===== config.mk =====
export PLATFORM = sky130hd
export DESIGN_NAME = power_key_press_classifier
export DESIGN_NICKNAME = d
export VERILOG_FILES = /design/src/core/pkey_pkg.sv /design/src/core/power_key_press_classifier.sv
export SDC_FILE = /design/constraint.sdc
export NUM_CORES = 1
export LEC_CHECK = 0
export ABC_AREA = 1
export BUFFER_PORTS_ARGS = -buffer_cell sky130_fd_sc_hd__buf_2
export CELL_PAD_IN_SITES_DETAIL_PLACEMENT = 1
export CELL_PAD_IN_SITES_GLOBAL_PLACEMENT = 1
export CORE_ASPECT_RATIO = 1.1
export CORE_MARGIN = 5
export CORE_UTILIZATION = 40
export DETAILED_ROUTE_END_ITERATION = 12
export GPL_TIMING_DRIVEN = 0
export HOLD_SLACK_MARGIN = 0.06
export PLACE_DENSITY_LB_ADDON = 0.1
export SLEW_MARGIN = 20
export SYNTH_ARGS = -nofsm -noshare
export SYNTH_HDL_FRONTEND = slang
export SYNTH_SLANG_ARGS = --single-unit

===== constraint.sdc =====
create_clock -name clock -period 2.4 [get_ports clock]
set_input_delay 0.48 -clock clock [delete_from_list [all_inputs] [get_ports clock]]
set_output_delay 0.48 -clock clock [all_outputs]
set_load 0.005 [all_outputs]

===== src/core/pkey_pkg.sv =====
// Purpose: Shared constants for the power-key press classifier.
// Assumes: 50 MHz clock, APB register access, one word per register.
// Notes: Timings are held in milliseconds and counted on a 1 ms tick.
package pkey_pkg;
  // Register byte offsets.
  localparam logic [7:0] CTRL_OFFSET = 8'h00;
  localparam logic [7:0] PEND_OFFSET = 8'h04;
  localparam logic [7:0] MASK_OFFSET = 8'h08;
  // Control/status field positions.
  localparam int THR_LSB = 7;
  localparam int HOLD_EN_BIT = 6;
  localparam int HOLD_SEL_LSB = 4;
  localparam int TOGGLE_BIT = 3;
  localparam int LVL_TWO_BIT = 2;
  localparam int LVL_ONE_BIT = 1;
  localparam int PRESSED_BIT = 0;
  // Pending and mask field positions.
  localparam int LONG_PEND_BIT = 15;
  localparam int SHORT_PEND_BIT = 14;
  // Reset values.
  localparam logic [2:0] THR_RESET = 3'h1;
  localparam logic HOLD_EN_RESET = 1'b1;
  localparam logic [1:0] HOLD_SEL_RESET = 2'h0;
  localparam logic TOGGLE_RESET = 1'b1;
  // Timing.
  localparam int CLK_PERIOD_NS = 20;
  localparam int MS_NS = 1000000;
  localparam int TICK_CYCLES = MS_NS / CLK_PERIOD_NS;
  localparam logic [14:0] DEBOUNCE_MS = 15'h0032;
  localparam logic [14:0] THR_MS_0 = 15'h007d;
  localparam logic [14:0] THR_MS_1 = 15'h00fa;
  localparam logic [14:0] THR_MS_2 = 15'h01f4;
  localparam logic [14:0] THR_MS_3 = 15'h03e8;
  localparam logic [14:0] THR_MS_4 = 15'h05dc;
  localparam logic [14:0] THR_MS_5 = 15'h07d0;
  localparam logic [14:0] THR_MS_6 = 15'h0bb8;
  localparam logic [14:0] THR_MS_7 = 15'h0fa0;
  localparam logic [14:0] HOLD_MS_0 = 15'h1f40;
  localparam logic [14:0] HOLD_MS_1 = 15'h2ee0;
  localparam logic [14:0] HOLD_MS_2 = 15'h3e80;
  localparam logic [14:0] HOLD_MS_3 = 15'h5dc0;
  // Press tracking states, Gray coded along idle, held, long, reset issued.
  typedef enum logic [1:0] {
    ST_IDLE = 2'b00,
    ST_HELD = 2'b01,
    ST_LONG = 2'b11,
    ST_RST_DONE = 2'b10
  } press_state_t;
endpackage : pkey_pkg


===== src/core/power_key_press_classifier.sv =====
// Purpose: Power-key press timer, short/long classifier and hold-to-reset.
// Assumes: Key and level inputs are asynchronous pins; APB master on clock.
// Notes: Pending bits are write-one-to-clear; an event in the clear cycle wins.
//
// Functional notes
// - ignore under 50 ms; short below threshold, else long.
// - bits 9:7 select long threshold 0.125-4 s.
// - threshold field resets to code 001, read-write.
// - bit 6 enables hold-to-reset, set after reset.
// - bits 5:4 select reset hold 8/12/16/24 s.
// - bit 3 shows toggle state, reset one.
// - bit 2 shows pin at two-thirds level.
// - bit 1 shows pin at one-third level.
// - bit 0 shows key pressed.
// - long and short each set sticky pending flag.
//
// The APB register port and the address map were left to the implementer.
`timescale 1ns/1ps
module power_key_press_classifier #(
  parameter int TICK_CYCLES = pkey_pkg::TICK_CYCLES
) (
  input wire logic clock,
  input wire logic rst,
  input wire logic psel,
  input wire logic penable,
  input wire logic pwrite,
  input wire logic [7:0] paddr,
  input wire logic [31:0] pwdata,
  output logic [31:0] prdata,
  output logic pready,
  output logic pslverr,
  input wire logic power_key,
  input wire logic level_two_thirds_in,
  input wire logic level_one_third_in,
  output logic sys_reset_req,
  output logic irq
);

  // ****************************************
  // Helper functions
  // ****************************************
  function automatic logic [14:0] thr_ms(input logic [2:0] sel);
    case (sel)
      3'h0: thr_ms = pkey_pkg::THR_MS_0;
      3'h1: thr_ms = pkey_pkg::THR_MS_1;
      3'h2: thr_ms = pkey_pkg::THR_MS_2;
      3'h3: thr_ms = pkey_pkg::THR_MS_3;
      3'h4: thr_ms = pkey_pkg::THR_MS_4;
      3'h5: thr_ms = pkey_pkg::THR_MS_5;
      3'h6: thr_ms = pkey_pkg::THR_MS_6;
      default: thr_ms = pkey_pkg::THR_MS_7;
    endcase
  endfunction : thr_ms

  function automatic logic [14:0] hold_ms(input logic [1:0] sel);
    case (sel)
      2'h0: hold_ms = pkey_pkg::HOLD_MS_0;
      2'h1: hold_ms = pkey_pkg::HOLD_MS_1;
      2'h2: hold_ms = pkey_pkg::HOLD_MS_2;
      default: hold_ms = pkey_pkg::HOLD_MS_3;
    endcase
  endfunction : hold_ms

  // ****************************************
  // Pin synchronisers
  // ****************************************
  // Bit 0 key, bit 1 two-thirds level, bit 2 one-third level.
  logic [2:0] sync1_reg;
  logic [2:0] sync2_reg;
  logic [2:0] sync3_reg;
  logic [2:0] pin_reg;
  logic key_filt;
  logic lvl_two_filt;
  logic lvl_one_filt;

  always_ff @(posedge clock) begin
    if (rst) begin
      sync1_reg <= 3'h0;
      sync2_reg <= 3'h0;
      sync3_reg <= 3'h0;
      pin_reg <= 3'h0;
    end else begin
      sync1_reg <= {level_one_third_in, level_two_thirds_in, power_key};
      sync2_reg <= sync1_reg;
      sync3_reg <= sync2_reg;
      // A change counts only once two stages agree, which drops single-cycle glitches.
      for (int i = 0; i < 3; i++) begin
        if (sync2_reg[i] == sync3_reg[i]) begin
          pin_reg[i] <= sync3_reg[i];
        end
      end
    end
  end

  assign key_filt = pin_reg[0];
  assign lvl_two_filt = pin_reg[1];
  assign lvl_one_filt = pin_reg[2];

  // ****************************************
  // Registers
  // ****************************************
  logic [2:0] thr_sel_reg;
  logic hold_en_reg;
  logic [1:0] hold_sel_reg;
  logic toggle_reg;
  logic long_pend_reg;
  logic short_pend_reg;
  logic long_mask_reg;
  logic short_mask_reg;
  logic [31:0] prdata_reg;
  logic setup;
  logic wr_access;
  logic mapped;
  logic long_event;
  logic short_event;

  assign setup = psel && !penable;
  assign wr_access = psel && penable && pwrite;
  assign mapped = (paddr == pkey_pkg::CTRL_OFFSET) || (paddr == pkey_pkg::PEND_OFFSET)
    || (paddr == pkey_pkg::MASK_OFFSET);
  // Every access completes in its first access cycle.
  assign pready = 1'b1;
  assign pslverr = psel && penable && !mapped;
  assign prdata = prdata_reg;

  always_ff @(posedge clock) begin
    if (rst) begin
      thr_sel_reg <= pkey_pkg::THR_RESET;
      hold_en_reg <= pkey_pkg::HOLD_EN_RESET;
      hold_sel_reg <= pkey_pkg::HOLD_SEL_RESET;
    end else if (wr_access && paddr == pkey_pkg::CTRL_OFFSET) begin
      thr_sel_reg <= pwdata[pkey_pkg::THR_LSB +: 3];
      hold_en_reg <= pwdata[pkey_pkg::HOLD_EN_BIT];
      hold_sel_reg <= pwdata[pkey_pkg::HOLD_SEL_LSB +: 2];
    end
  end

  always_ff @(posedge clock) begin
    if (rst) begin
      long_mask_reg <= 1'b0;
      short_mask_reg <= 1'b0;
    end else if (wr_access && paddr == pkey_pkg::MASK_OFFSET) begin
      long_mask_reg <= pwdata[pkey_pkg::LONG_PEND_BIT];
      short_mask_reg <= pwdata[pkey_pkg::SHORT_PEND_BIT];
    end
  end

  // Pending flags: a new event beats a write-one clear in the same cycle.
  always_ff @(posedge clock) begin
    if (rst) begin
      long_pend_reg <= 1'b0;
      short_pend_reg <= 1'b0;
    end else begin
      if (long_event) begin
        long_pend_reg <= 1'b1;
      end else if (wr_access && paddr == pkey_pkg::PEND_OFFSET && pwdata[pkey_pkg::LONG_PEND_BIT]) begin
        long_pend_reg <= 1'b0;
      end
      if (short_event) begin
        short_pend_reg <= 1'b1;
      end else if (wr_access && paddr == pkey_pkg::PEND_OFFSET && pwdata[pkey_pkg::SHORT_PEND_BIT]) begin
        short_pend_reg <= 1'b0;
      end
    end
  end

  always_ff @(posedge clock) begin
    if (rst) begin
      irq <= 1'b0;
    end else begin
      irq <= (long_pend_reg && long_mask_reg) || (short_pend_reg && short_mask_reg);
    end
  end

  // Read data is captured in the setup cycle so that it comes from a flip-flop.
  always_ff @(posedge clock) begin
    if (rst) begin
      prdata_reg <= 32'h0000_0000;
    end else if (setup && !pwrite) begin
      prdata_reg <= 32'h0000_0000;
      case (paddr)
        pkey_pkg::CTRL_OFFSET: begin
          prdata_reg[pkey_pkg::THR_LSB +: 3] <= thr_sel_reg;
          prdata_reg[pkey_pkg::HOLD_EN_BIT] <= hold_en_reg;
          prdata_reg[pkey_pkg::HOLD_SEL_LSB +: 2] <= hold_sel_reg;
          prdata_reg[pkey_pkg::TOGGLE_BIT] <= toggle_reg;
          prdata_reg[pkey_pkg::LVL_TWO_BIT] <= lvl_two_filt;
          prdata_reg[pkey_pkg::LVL_ONE_BIT] <= lvl_one_filt;
          prdata_reg[pkey_pkg::PRESSED_BIT] <= key_filt;
        end
        pkey_pkg::PEND_OFFSET: begin
          prdata_reg[pkey_pkg::LONG_PEND_BIT] <= long_pend_reg;
          prdata_reg[pkey_pkg::SHORT_PEND_BIT] <= short_pend_reg;
        end
        pkey_pkg::MASK_OFFSET: begin
          prdata_reg[pkey_pkg::LONG_PEND_BIT] <= long_mask_reg;
          prdata_reg[pkey_pkg::SHORT_PEND_BIT] <= short_mask_reg;
        end
        default: begin
          prdata_reg <= 32'h0000_0000;
        end
      endcase
    end
  end

  // ****************************************
  // Toggle-switch state
  // ****************************************
  // The switch is on after the pin settles at one third and off at two thirds.
  always_ff @(posedge clock) begin
    if (rst) begin
      toggle_reg <= pkey_pkg::TOGGLE_RESET;
    end else if (lvl_one_filt && !lvl_two_filt) begin
      toggle_reg <= 1'b1;
    end else if (lvl_two_filt && !lvl_one_filt) begin
      toggle_reg <= 1'b0;
    end
  end

  // ****************************************
  // Press timer and classifier
  // ****************************************
  pkey_pkg::press_state_t state_reg;
  pkey_pkg::press_state_t state_next;
  logic [31:0] tick_cnt_reg;
  logic [14:0] ms_cnt_reg;
  logic tick;
  logic at_thr;
  logic at_hold;

  assign tick = (tick_cnt_reg == TICK_CYCLES - 1);
  assign at_thr = (ms_cnt_reg >= thr_ms(thr_sel_reg));
  assign at_hold = (ms_cnt_reg >= hold_ms(hold_sel_reg));

  // Time is measured from the press edge: both counters sit at zero while idle.
  always_ff @(posedge clock) begin
    if (rst || state_reg == pkey_pkg::ST_IDLE) begin
      tick_cnt_reg <= 32'h0000_0000;
      ms_cnt_reg <= 15'h0000;
    end else if (tick) begin
      tick_cnt_reg <= 32'h0000_0000;
      if (ms_cnt_reg != 15'h7fff) begin
        ms_cnt_reg <= ms_cnt_reg + 15'h0001;
      end
    end else begin
      tick_cnt_reg <= tick_cnt_reg + 32'h0000_0001;
    end
  end

  always_comb begin
    state_next = state_reg;
    long_event = 1'b0;
    short_event = 1'b0;
    case (state_reg)
      pkey_pkg::ST_IDLE: begin
        if (key_filt) begin
          state_next = pkey_pkg::ST_HELD;
        end
      end
      pkey_pkg::ST_HELD: begin
        if (!key_filt) begin
          state_next = pkey_pkg::ST_IDLE;
          short_event = (ms_cnt_reg >= pkey_pkg::DEBOUNCE_MS);
        end else if (at_thr) begin
          state_next = pkey_pkg::ST_LONG;
          long_event = 1'b1;
        end
      end
      pkey_pkg::ST_LONG: begin
        if (!key_filt) begin
          state_next = pkey_pkg::ST_IDLE;
        end else if (hold_en_reg && at_hold) begin
          state_next = pkey_pkg::ST_RST_DONE;
        end
      end
      pkey_pkg::ST_RST_DONE: begin
        if (!key_filt) begin
          state_next = pkey_pkg::ST_IDLE;
        end
      end
      default: begin
        state_next = pkey_pkg::ST_IDLE;
      end
    endcase
  end

  always_ff @(posedge clock) begin
    if (rst) begin
      state_reg <= pkey_pkg::ST_IDLE;
    end else begin
      state_reg <= state_next;
    end
  end

  // One-cycle reset request, only on the transition into the reset-issued state.
  always_ff @(posedge clock) begin
    if (rst) begin
      sys_reset_req <= 1'b0;
    end else begin
      sys_reset_req <= (state_reg == pkey_pkg::ST_LONG) && (state_next == pkey_pkg::ST_RST_DONE);
    end
  end
endmodule : power_key_press_classifier


==> results.md, run 1 <==
* Hold EP: sync1_reg[2]$_SDFF_PP0_
* R2R depth at 13
* Max Transition Viols Final at 0
* Cell Chain, Critical Path: buf_2 > or2_2 > nor4_2 > buf_2 > nor4_1 > buf_2
* Number of synthesized flops with an enable pin at 0
* Fill cells at 1,609
* DRC viols at 0
* Largest net degree at the start of global routing at 18
* Number of nets in the layout at 862
* Static Leakage at 2.48 nW
* CP Class: in -> out
* Leading area contributor after synthesis: dfxtp_1
* Final period util at 92.6%
* Core box area at 12,100 um2
* FF-to-FF Start: hold_sel_reg[0]$_SDFFE_PP0P_
* IO buf count at 38
* # diodes at 0
* Die height at 127 um
* Clock buffer count from CTS at 9
* Placer Congestion at 0.859
* Fmax at 450 MHz
* DR vias/cell at 4.93
* Vias in the first global route at 4,960
* Sw frac at 24.2%
* Hold depth at 3
* Initial DRC count at 139
* Async set-reset flop share out of synthesis at 0%
* Die area at 14,700 um2
* Setup crit start kind: input pin
* Critical Path Source: paddr[1]
* Fin crit period at 2220 ps
* Most frequent cell after synthesis: nand2_1
* Post-synth top area share at 34.8%
* CP max FO at 10
* Syn. warnings at 0
* Effective utilization at floorplan at 40.9%
* Net switching power at 0.711 mW
* WP buf/inv at 3
* Outcome: finished, final reports clean
* Setup TNS at 0 ps
* Clock root cell: clkbuf_16
* First drt pass iteration count at 4
* Library cells used by synthesis at 39
* Final setup viols at 0
* Synthesized cell area at 4950 um2
* Die X at 116 um
* Seq cells post-synth at 86
* Crit path top cell by count: buf_2
* Dominant synthesized flop cell: dfxtp_1
* Rel. slew slack at 52.2%
* Register area at 1720 um2
* Max FFs per register at 32
* Crit-path slowest cell: nor4_2
* Crit-path max cell delay at 330 ps
* Global Route Usage Sum at 19.3%
* Type of the worst min-delay path: in -> reg
* Hold_buf cts at 0
* Worst-case clock buffer depth at 2
* IO Pins at 84
* Required @ worst endpoint at 1920 ps
* WL per Instance at 14.3 um
* Clock sinks at 86
* Core Util, Final at 47.1%
* Vias at 4,660
* Most instantiated cells after synthesis: 154 x nand2_1, 106 x inv_1, 86 x dfxtp_1, 62 x nor2_1, 53 x a21oi_1
* Hold path startpoint: level_one_third_in
* Power Dens Cells at 515 nW/um2
* Final HPWL DP at 11.0 mm
* Area delta synth->final at 15.2%
* CTS H-tree lvls at 3
* Worst-Margin Slew at 715 ps
* FF-to-FF setup slack at 360 ps
* CP endpoint kind: output pin
* Clock share of power at 46.7%
* First-pass GRT wire length at 22.9 mm
* Gr ovfl total at 0
* Clock skew at 4.85 ps
* Sequential share of power at 49.4%
* Drt total wl at 13.6 mm
* Final Hold Viols at 0
* Worst skew pair latency at 350 ps
* CP delay by family, top: simple AND/OR/NAND/NOR gates
* Max-cap violations at 0
* CP Data Arrival Time at 1740 ps
* Clock transition at path regs at 70 ps
* Mean Syn Cell Area at 6.88 um2
* Initial antenna violation count at 0
* Sequential fraction of the synthesis area at 34.8%
* Worst VDD drop at 0.310 mV
* Comb pwr share at 3.9%
* Antenna-violating nets left at 0
* Internal at 2.22 mW
* Reg-to-reg endpoint: state_reg[0]$_SDFF_PP0_
* CTS tree: done
* RSZ-0062 raised after global routing: no
* Largest cells by area after synthesis: dfxtp_1 35%, nand2_1 12%, inv_1 8.0%
* Share of cells above drive strength 1 at 12.8%
* Multi-input logic area at 2670 um2
* Row count at 42
* Mapped Cells at 719
==> layout make-up <==
| cell class | instances | area share [%] |
|---|---|---|
| buffer | 34 | 3.95 |
| tap | 154 | 3.38 |
| sequential | 86 | 30.2 |
| inverter | 110 | 7.25 |
| clock buffer | 9 | 3.95 |
| clock inverter | 7 | 1.14 |
| timing repair buffer | 38 | 3.34 |
| multi-input combinational | 508 | 46.8 |
==> worst max-delay path by stage <==
stage                         end  slack, ps  cells after the start
after CTS                 pslverr         50                      5
final                     pslverr        180                      6
after floorplan           pslverr        530                      3
after global routing      pslverr         50                      6
after detailed placement  pslverr         50                      5
after global placement    pslverr         90                      5
==> kinds of logic (layout without fill, tap and decap cells) <==
group | Yosys count | in the layout | share of synthesized area, %
xor gates and xnor gates | 24 | 24 | 4.25
AOI/OAI and AO/OA | 89 | 89 | 9.51
DFF | 86 | 86 | 34.8
adders and majority gates | 27 | 27 | 6.83
other | 2 | 21 | 0.152
and+or+nand+nor | 347 | 347 | 31.6
buffers and inverters | 144 | 198 | 12.9
==> cell usage in the layout (no fill, tap or decap), drive strengths merged, types with 2 or more instances in the layout <==
cell type	n
nand2	157
inv	113
dfxtp	86
nor2	68
buf	64
a21oi	54
nand3	51
nor3	40
ha	27
o21ai	26
conb	21
xor2	20
clkbuf	17
nand4	16
nor4	5
o211ai	4
xnor2	4
or2	4
nor3b	3
clkinv	3
a211oi	2
nand3b	2
==> per-stage QoR <==
| step | setup slack (ps) | hold slack (ps) | area (um2) | total power, mW | cells |
|---|---|---|---|---|---|
| finish | 179 | 326 | 5700 | 2.93 | 946 |
| global route | 54.1 | 330 | 5700 | 3.05 | 946 |
| CTS | 54.7 | 315 | 5690 | 2.97 | 946 |
| detailed placement | 48.9 | 400 | 5400 | 1.59 | 930 |
| global placement | 86.1 | 392 | 5400 | 1.59 | 930 |
| floorplan | 532 | 388 | 5020 | 1.55 | 738 |
==> repair_timing <==
| item | in CTS | in global routing |
|---|---|---|
| endpoints found under the hold margin | 0 | 0 |
| setup buffers | 0 | 0 |
| gates resized for setup | 0 | 1 |
| endpoints found under the setup margin | 0 | 1 |
==> worst reg2reg max path, delay by kind of cell, from the launching register on <==
family	cells	cell delay, ps
adder cells (fa/ha/maj)	2	600
buffers and inverters	2	150
flip-flops	1	390
AND/OR/NAND/NOR	9	770
==> routing by layer <==
| layer | wire length [um] | global-route usage [%] |
|---|---|---|
| met5 | 0 | 0 |
| met4 | 231 | 6.69 |
| met3 | 267 | 2.67 |
| met2 | 7240 | 35.9 |
| met1 | 5830 | 22.2 |
==> power by group through the flow <==
| stage | Clock, mW | Sequential (mW) | Combinational (mW) |
|---|---|---|---|
| after floorplan | 0 | 1.48 | 0.0665 |
| after global placement | 0 | 1.48 | 0.108 |
| after CTS | 1.41 | 1.45 | 0.112 |
| after global routing | 1.47 | 1.45 | 0.129 |
| after detailed placement | 0 | 1.48 | 0.111 |
| final | 1.37 | 1.45 | 0.114 |
Note: power is estimated with default switching activity, not from simulation.
==> inputs of run 2 (changes only) <==
--- a/config.mk
+++ b/config.mk
@@ -16,6 +16,7 @@
 export GPL_TIMING_DRIVEN = 0
 export HOLD_SLACK_MARGIN = 0.06
 export PLACE_DENSITY_LB_ADDON = 0.1
+export REMOVE_ABC_BUFFERS = 1
 export SLEW_MARGIN = 20
 export SYNTH_ARGS = -nofsm -noshare
 export SYNTH_HDL_FRONTEND = slang
==> results.md, run 2 (same netlist as run 1, synthesis figures left out) <==
* Crit path top cell by count: buf_2
* Pre-CTS worst setup slack at -359 ps (-408 ps)
* Drt total wl at 13.4 mm (-1.3%)
* Sw frac at 24.0% (-0.24 points)
* Setup TNS at 0 ps (unchanged)
* Sequential share of power at 47.9% (-1.5 points)
* Setup crit start kind: input pin
* Worst-Margin Slew at 695 ps (-20.2 ps)
* Clock buffer count from CTS at 9 (unchanged)
* Global Route Usage Sum at 19.0% (-0.28 points)
* Total power at 3.02 mW (+3.1%)
* Initial DRC count at 114 (-18%)
* Gr ovfl total at 0 (unchanged)
* RSZ-0062 raised after global routing: no
* Hold slack at 328 ps (+2.71 ps)
* Antenna-violating nets left at 0 (unchanged)
* Internal at 2.30 mW (+3.4%)
* Worst VDD drop at 0.358 mV (+16%)
* DR vias/cell at 5.01 (+1.8%)
* Outcome: finished, final reports clean
* Row count at 42 (unchanged)
* IO Pins at 84 (unchanged)
* Clock share of power at 49.2% (+2.5 points)
* CTS tree: done
* Area delta synth->final at 12.4%
* Max-cap violations at 0 (unchanged)
* CP max FO at 12 (+2)
* WL per Instance at 14.6 um (+2.0%)
* First-pass GRT wire length at 22.6 mm (-1.3%)
* Max FFs per register at 32 (unchanged)
* Net switching power at 0.725 mW (+2.0%)
* Final setup viols at 0 (unchanged)
* Dpl cell area at 5200 um2 (-3.7%)
* Core box area at 12,100 um2 (unchanged)
* Crit-path max cell delay at 610 ps (+280 ps)
* Power Dens Cells at 544 nW/um2 (+5.6%)
* Most frequent cells in the layout: 154 x nand2_1, 106 x inv_1, 86 x dfxtp_1
* First drt pass iteration count at 4 (unchanged)
* WP buf/inv at 2 (-1)
* Required @ worst endpoint at 1920 ps (about the same)
* Most common cell after layout, fill and taps aside: nand2_1
* Vias at 4,592 (-1.5%)
* Core Util, Final at 46.0% (-1.1 points)
* Fmax at 441 MHz (-2.0%)
* Worst skew pair latency at 360 ps (about the same)
* IO buf count at 38 (unchanged)
* CP endpoint kind: output pin
* Min setup slack post-route at 134 ps (-44.6 ps)
* Crit-path slowest cell: nor4_4
* Final Hold Viols at 0 (unchanged)
* Rel. slew slack at 53.3% (+1.1 points)
* Fin crit period at 2270 ps (+44.6 ps)
* Clock skew at 4.68 ps (-0.166 ps)
* Initial antenna violation count at 0 (unchanged)
* Clock sinks at 86 (unchanged)
* Final period util at 94.4% (+1.9 points)
* CP Data Arrival Time at 1790 ps (+50 ps)
* Share of cells above drive strength 1 at 10.5% (-2.3 points)
* Static Leakage at 2.38 nW (-4.2%)
* Post-Place Cells at 897 (-3.5%)
* Number of nets in the layout at 832 (-3.5%)
* Die X at 116 um (unchanged)
* Final Instance Area at 5560 um2 (-2.4%)
* Clock root cell: clkbuf_16
* Comb pwr share at 2.9% (-1.0 points)
* Cell Chain, Critical Path: buf_2 > or2_2 > nor4_4 > nor4_1 > buf_2
* CP delay by family, top: simple AND/OR/NAND/NOR gates
* Placer Congestion at 0.832 (-3.1%)
* Final HPWL DP at 10.4 mm (-5.2%)
* Final cell count without fillers at 916 (-3.2%)
* Effective utilization at floorplan at 40.9% (unchanged)
* DRC viols at 0 (unchanged)
* Clock transition at path regs at 70 ps (about the same)
* CP Class: in -> out
* Max Transition Viols Final at 0 (unchanged)
* Largest net degree at the start of global routing at 22 (+4)
* Worst-case clock buffer depth at 2 (unchanged)
* Vias in the first global route at 4,822 (-2.8%)
* Die area at 14,700 um2 (unchanged)
* CTS H-tree lvls at 3 (unchanged)
* Die height at 127 um (unchanged)
* # diodes at 0 (unchanged)
* Type of the worst min-delay path: in -> reg
run 2: cell types whose count changed in the layout (fill, tap and decap cells not counted), moves of 2 or more:
cell      previous run  this run
buf_4               22         2
clkbuf_1             8         0
buf_2               41        38
nor2_2               5         3
nor2_4               1         3
run 2: what timing repair did:
item,4_1_cts,5_1_grt
cloned,0,0
pin swaps,0,1
buffers inserted,0,3
endpoints found under the setup margin,15,16
gates resized for setup,2,1
hold buffers,0,0
run 2: worst min-delay path: stages:
cell	delay, ps
buf_2	90
inv_1	40
nor2_1	30
run 2: routing by layer:
metal  up-vias  global-route usage, %  wire length, um
li1       2352                      -                -
met1      2187                   21.5             5720
met2        36                   35.4             7180
met3        17                   2.91              246
met4         0                   7.10              253
met5         -                      0                0
run 2: final cells by class:
type	count	area [um2]
flip-flops and latches	86	1720
clock inverters	7	81.3
fillers	1589	6530
multi-input cells	508	2690
well taps	154	193
clock buffers	9	225
inverters	110	413
repair buffers	42	236
run 2: power groups by stage:
| stage | logic, mW | clock network, mW | registers [mW] |
|---|---|---|---|
| 2_1_floorplan | 0.0359 | 0 | 1.48 |
| 3_3_place_gp | 0.0794 | 0 | 1.48 |
| 3_5_place_dp | 0.0858 | 0 | 1.48 |
| 4_1_cts | 0.0869 | 1.52 | 1.45 |
| 5_1_grt | 0.0994 | 1.59 | 1.45 |
| 6_report | 0.0873 | 1.49 | 1.45 |
run 2: worst paths after layout:
path                           start                          to  slack, ps  cells after the start
min reg2reg  sync1_reg[1]$_SDFF_PP0_     sync2_reg[1]$_SDFF_PP0_        410                      2
max                         paddr[1]                     pslverr        130                      5
min               level_one_third_in     sync1_reg[2]$_SDFF_PP0_        330                      3
max reg2reg  state_reg[1]$_SDFF_PP0_  tick_cnt_reg[2]$_SDFF_PP0_        320                      6
==> inputs of run 3 (changes only) <==
--- a/config.mk
+++ b/config.mk
@@ -16,6 +16,7 @@
 export GPL_TIMING_DRIVEN = 0
 export HOLD_SLACK_MARGIN = 0.06
 export PLACE_DENSITY_LB_ADDON = 0.1
+export RECOVER_POWER = 25
 export REMOVE_ABC_BUFFERS = 1
 export SLEW_MARGIN = 20
 export SYNTH_ARGS = -nofsm -noshare
==> results.md, run 3 (same netlist as run 1, synthesis figures left out) <==
* Die X at 116 um (unchanged)
* Pre-CTS worst setup slack at -359 ps (unchanged)
* Vias in the first global route at 4,822 (unchanged)
* Min setup slack post-route at 134 ps (+0.0740 ps)
* Area delta synth->final at 12.3% (about the same)
* Final Instance Area at 5550 um2 (about the same)
* Final Hold Viols at 0 (unchanged)
* Antenna-violating nets left at 0 (unchanged)
* Required @ worst endpoint at 1920 ps (about the same)
* Vias at 4,594 (+0.044%)
* Initial DRC count at 121 (+6.1%)
* Rel. slew slack at 53.3% (about the same)
* Placer Congestion at 0.832 (unchanged)
* Power Dens Cells at 544 nW/um2 (about the same)
* Comb pwr share at 2.9% (about the same)
* DRC viols at 0 (unchanged)
* CP Class: in -> out
* Share of cells above drive strength 1 at 9.97% (-0.52 points)
* Final cell count without fillers at 916 (unchanged)
* Clock share of power at 49.2% (about the same)
* IO buf count at 38 (unchanged)
* Core box area at 12,100 um2 (unchanged)
* Effective utilization at floorplan at 40.9% (unchanged)
* Post-Place Cells at 897 (unchanged)
* Most frequent cells in the layout: 154 x nand2_1, 106 x inv_1, 86 x dfxtp_1
* Sw frac at 23.9% (-0.069 points)
* Final setup viols at 0 (unchanged)
* Static Leakage at 2.36 nW (-0.71%)
* WL per Instance at 14.6 um (unchanged)
* CP endpoint kind: output pin
* Clock skew at 3.58 ps (-1.11 ps)
* Net switching power at 0.722 mW (-0.40%)
* Gr ovfl total at 0 (unchanged)
* Fin crit period at 2270 ps (-0.0740 ps)
* Final HPWL DP at 10.4 mm (unchanged)
* Worst VDD drop at 0.358 mV (unchanged)
* Clock transition at path regs at 70 ps (about the same)
* Clock buffer count from CTS at 9 (unchanged)
* Die area at 14,700 um2 (unchanged)
* Most common cell after layout, fill and taps aside: nand2_1
* Internal at 2.30 mW (about the same)
* CTS tree: done
* Number of nets in the layout at 832 (unchanged)
* Worst skew pair latency at 360 ps (about the same)
* Core Util, Final at 46.0% (about the same)
* CP Data Arrival Time at 1790 ps (about the same)
* Row count at 42 (unchanged)
* CTS H-tree lvls at 3 (unchanged)
* Drt total wl at 13.4 mm (unchanged)
* Global Route Usage Sum at 19.0% (unchanged)
* Fmax at 441 MHz (about the same)
* Die height at 127 um (unchanged)
* RSZ-0062 raised after global routing: no
* Max Transition Viols Final at 0 (unchanged)
* Largest net degree at the start of global routing at 22 (unchanged)
* Setup TNS at 0 ps (unchanged)
* Clock root cell: clkbuf_16
* Final period util at 94.4% (about the same)
* Max FFs per register at 32 (unchanged)
* First-pass GRT wire length at 22.6 mm (unchanged)
* IO Pins at 84 (unchanged)
* Outcome: finished, final reports clean
* Clock sinks at 86 (unchanged)
* Initial antenna violation count at 0 (unchanged)
* Setup crit start kind: input pin
* Type of the worst min-delay path: in -> reg
* Hold_buf cts at 0 (unchanged)
* Worst-case clock buffer depth at 2 (unchanged)
* # diodes at 0 (unchanged)
* Worst-Margin Slew at 695 ps (-0.0944 ps)
* First drt pass iteration count at 4 (unchanged)
* Dpl cell area at 5200 um2 (unchanged)
* CP max FO at 12 (unchanged)
* Max-cap violations at 0 (unchanged)
* Sequential share of power at 48.0% (about the same)
* DR vias/cell at 5.02 (about the same)
-- run 3: worst max-delay path, cell delays in order --
cell,delay (ps)
buf_2,100
or2_2,340
nor4_4,610
nor4_1,100
buf_2,160
-- run 3: final timing paths --
| kind | start | slack [ps] | end | cells past startpoint |
|---|---|---|---|---|
| hold / removal | level_one_third_in | 330 | sync1_reg[2]$_SDFF_PP0_ | 3 |
| setup / recovery | paddr[1] | 130 | pslverr | 5 |
| setup reg to reg | state_reg[1]$_SDFF_PP0_ | 320 | tick_cnt_reg[2]$_SDFF_PP0_ | 6 |
| hold reg to reg | sync1_reg[1]$_SDFF_PP0_ | 410 | sync2_reg[1]$_SDFF_PP0_ | 2 |
-- run 3: metrics by stage --
step / total power, mW / hold WS (ps)
floorplan: 1.52 / 388
global placement: 1.56 / 392
detailed placement: 1.57 / 396
CTS: 3.05 / 326
global route: 3.14 / 329
finish: 3.02 / 328
-- run 3: final cells by class --
class / count / area, um2
fill: 1588 / 6530
multi-input combinational: 508 / 2690
sequential: 86 / 1720
inverter: 110 / 413
timing repair buffer: 42 / 231
clock buffer: 9 / 225
tap: 154 / 193
clock inverter: 7 / 81.3
-- run 3: what timing repair did --
| action | in CTS | in global routing |
|---|---|---|
| buffers inserted | 0 | 3 |
| gates resized for setup | 2 | 1 |
| pin swaps | 0 | 1 |
| setup endpoints to repair | 15 | 16 |
-- run 3: layer usage --
metal / global-route usage (%) / share of wire, % / up-vias
met3: 2.91 / 1.8 / 17
met1: 21.5 / 43 / 2187
met5: 0 / 0 / -
met2: 35.4 / 54 / 38
met4: 7.10 / 1.9 / 0
li1: - / - / 2352
-- run 3: power by group through the flow --
stage,clock network [mW],logic (mW),registers [mW]
2_1_floorplan,0,0.0359,1.48
3_3_place_gp,0,0.0794,1.48
3_5_place_dp,0,0.0858,1.48
4_1_cts,1.52,0.0869,1.45
5_1_grt,1.59,0.0988,1.45
6_report,1.49,0.0867,1.45
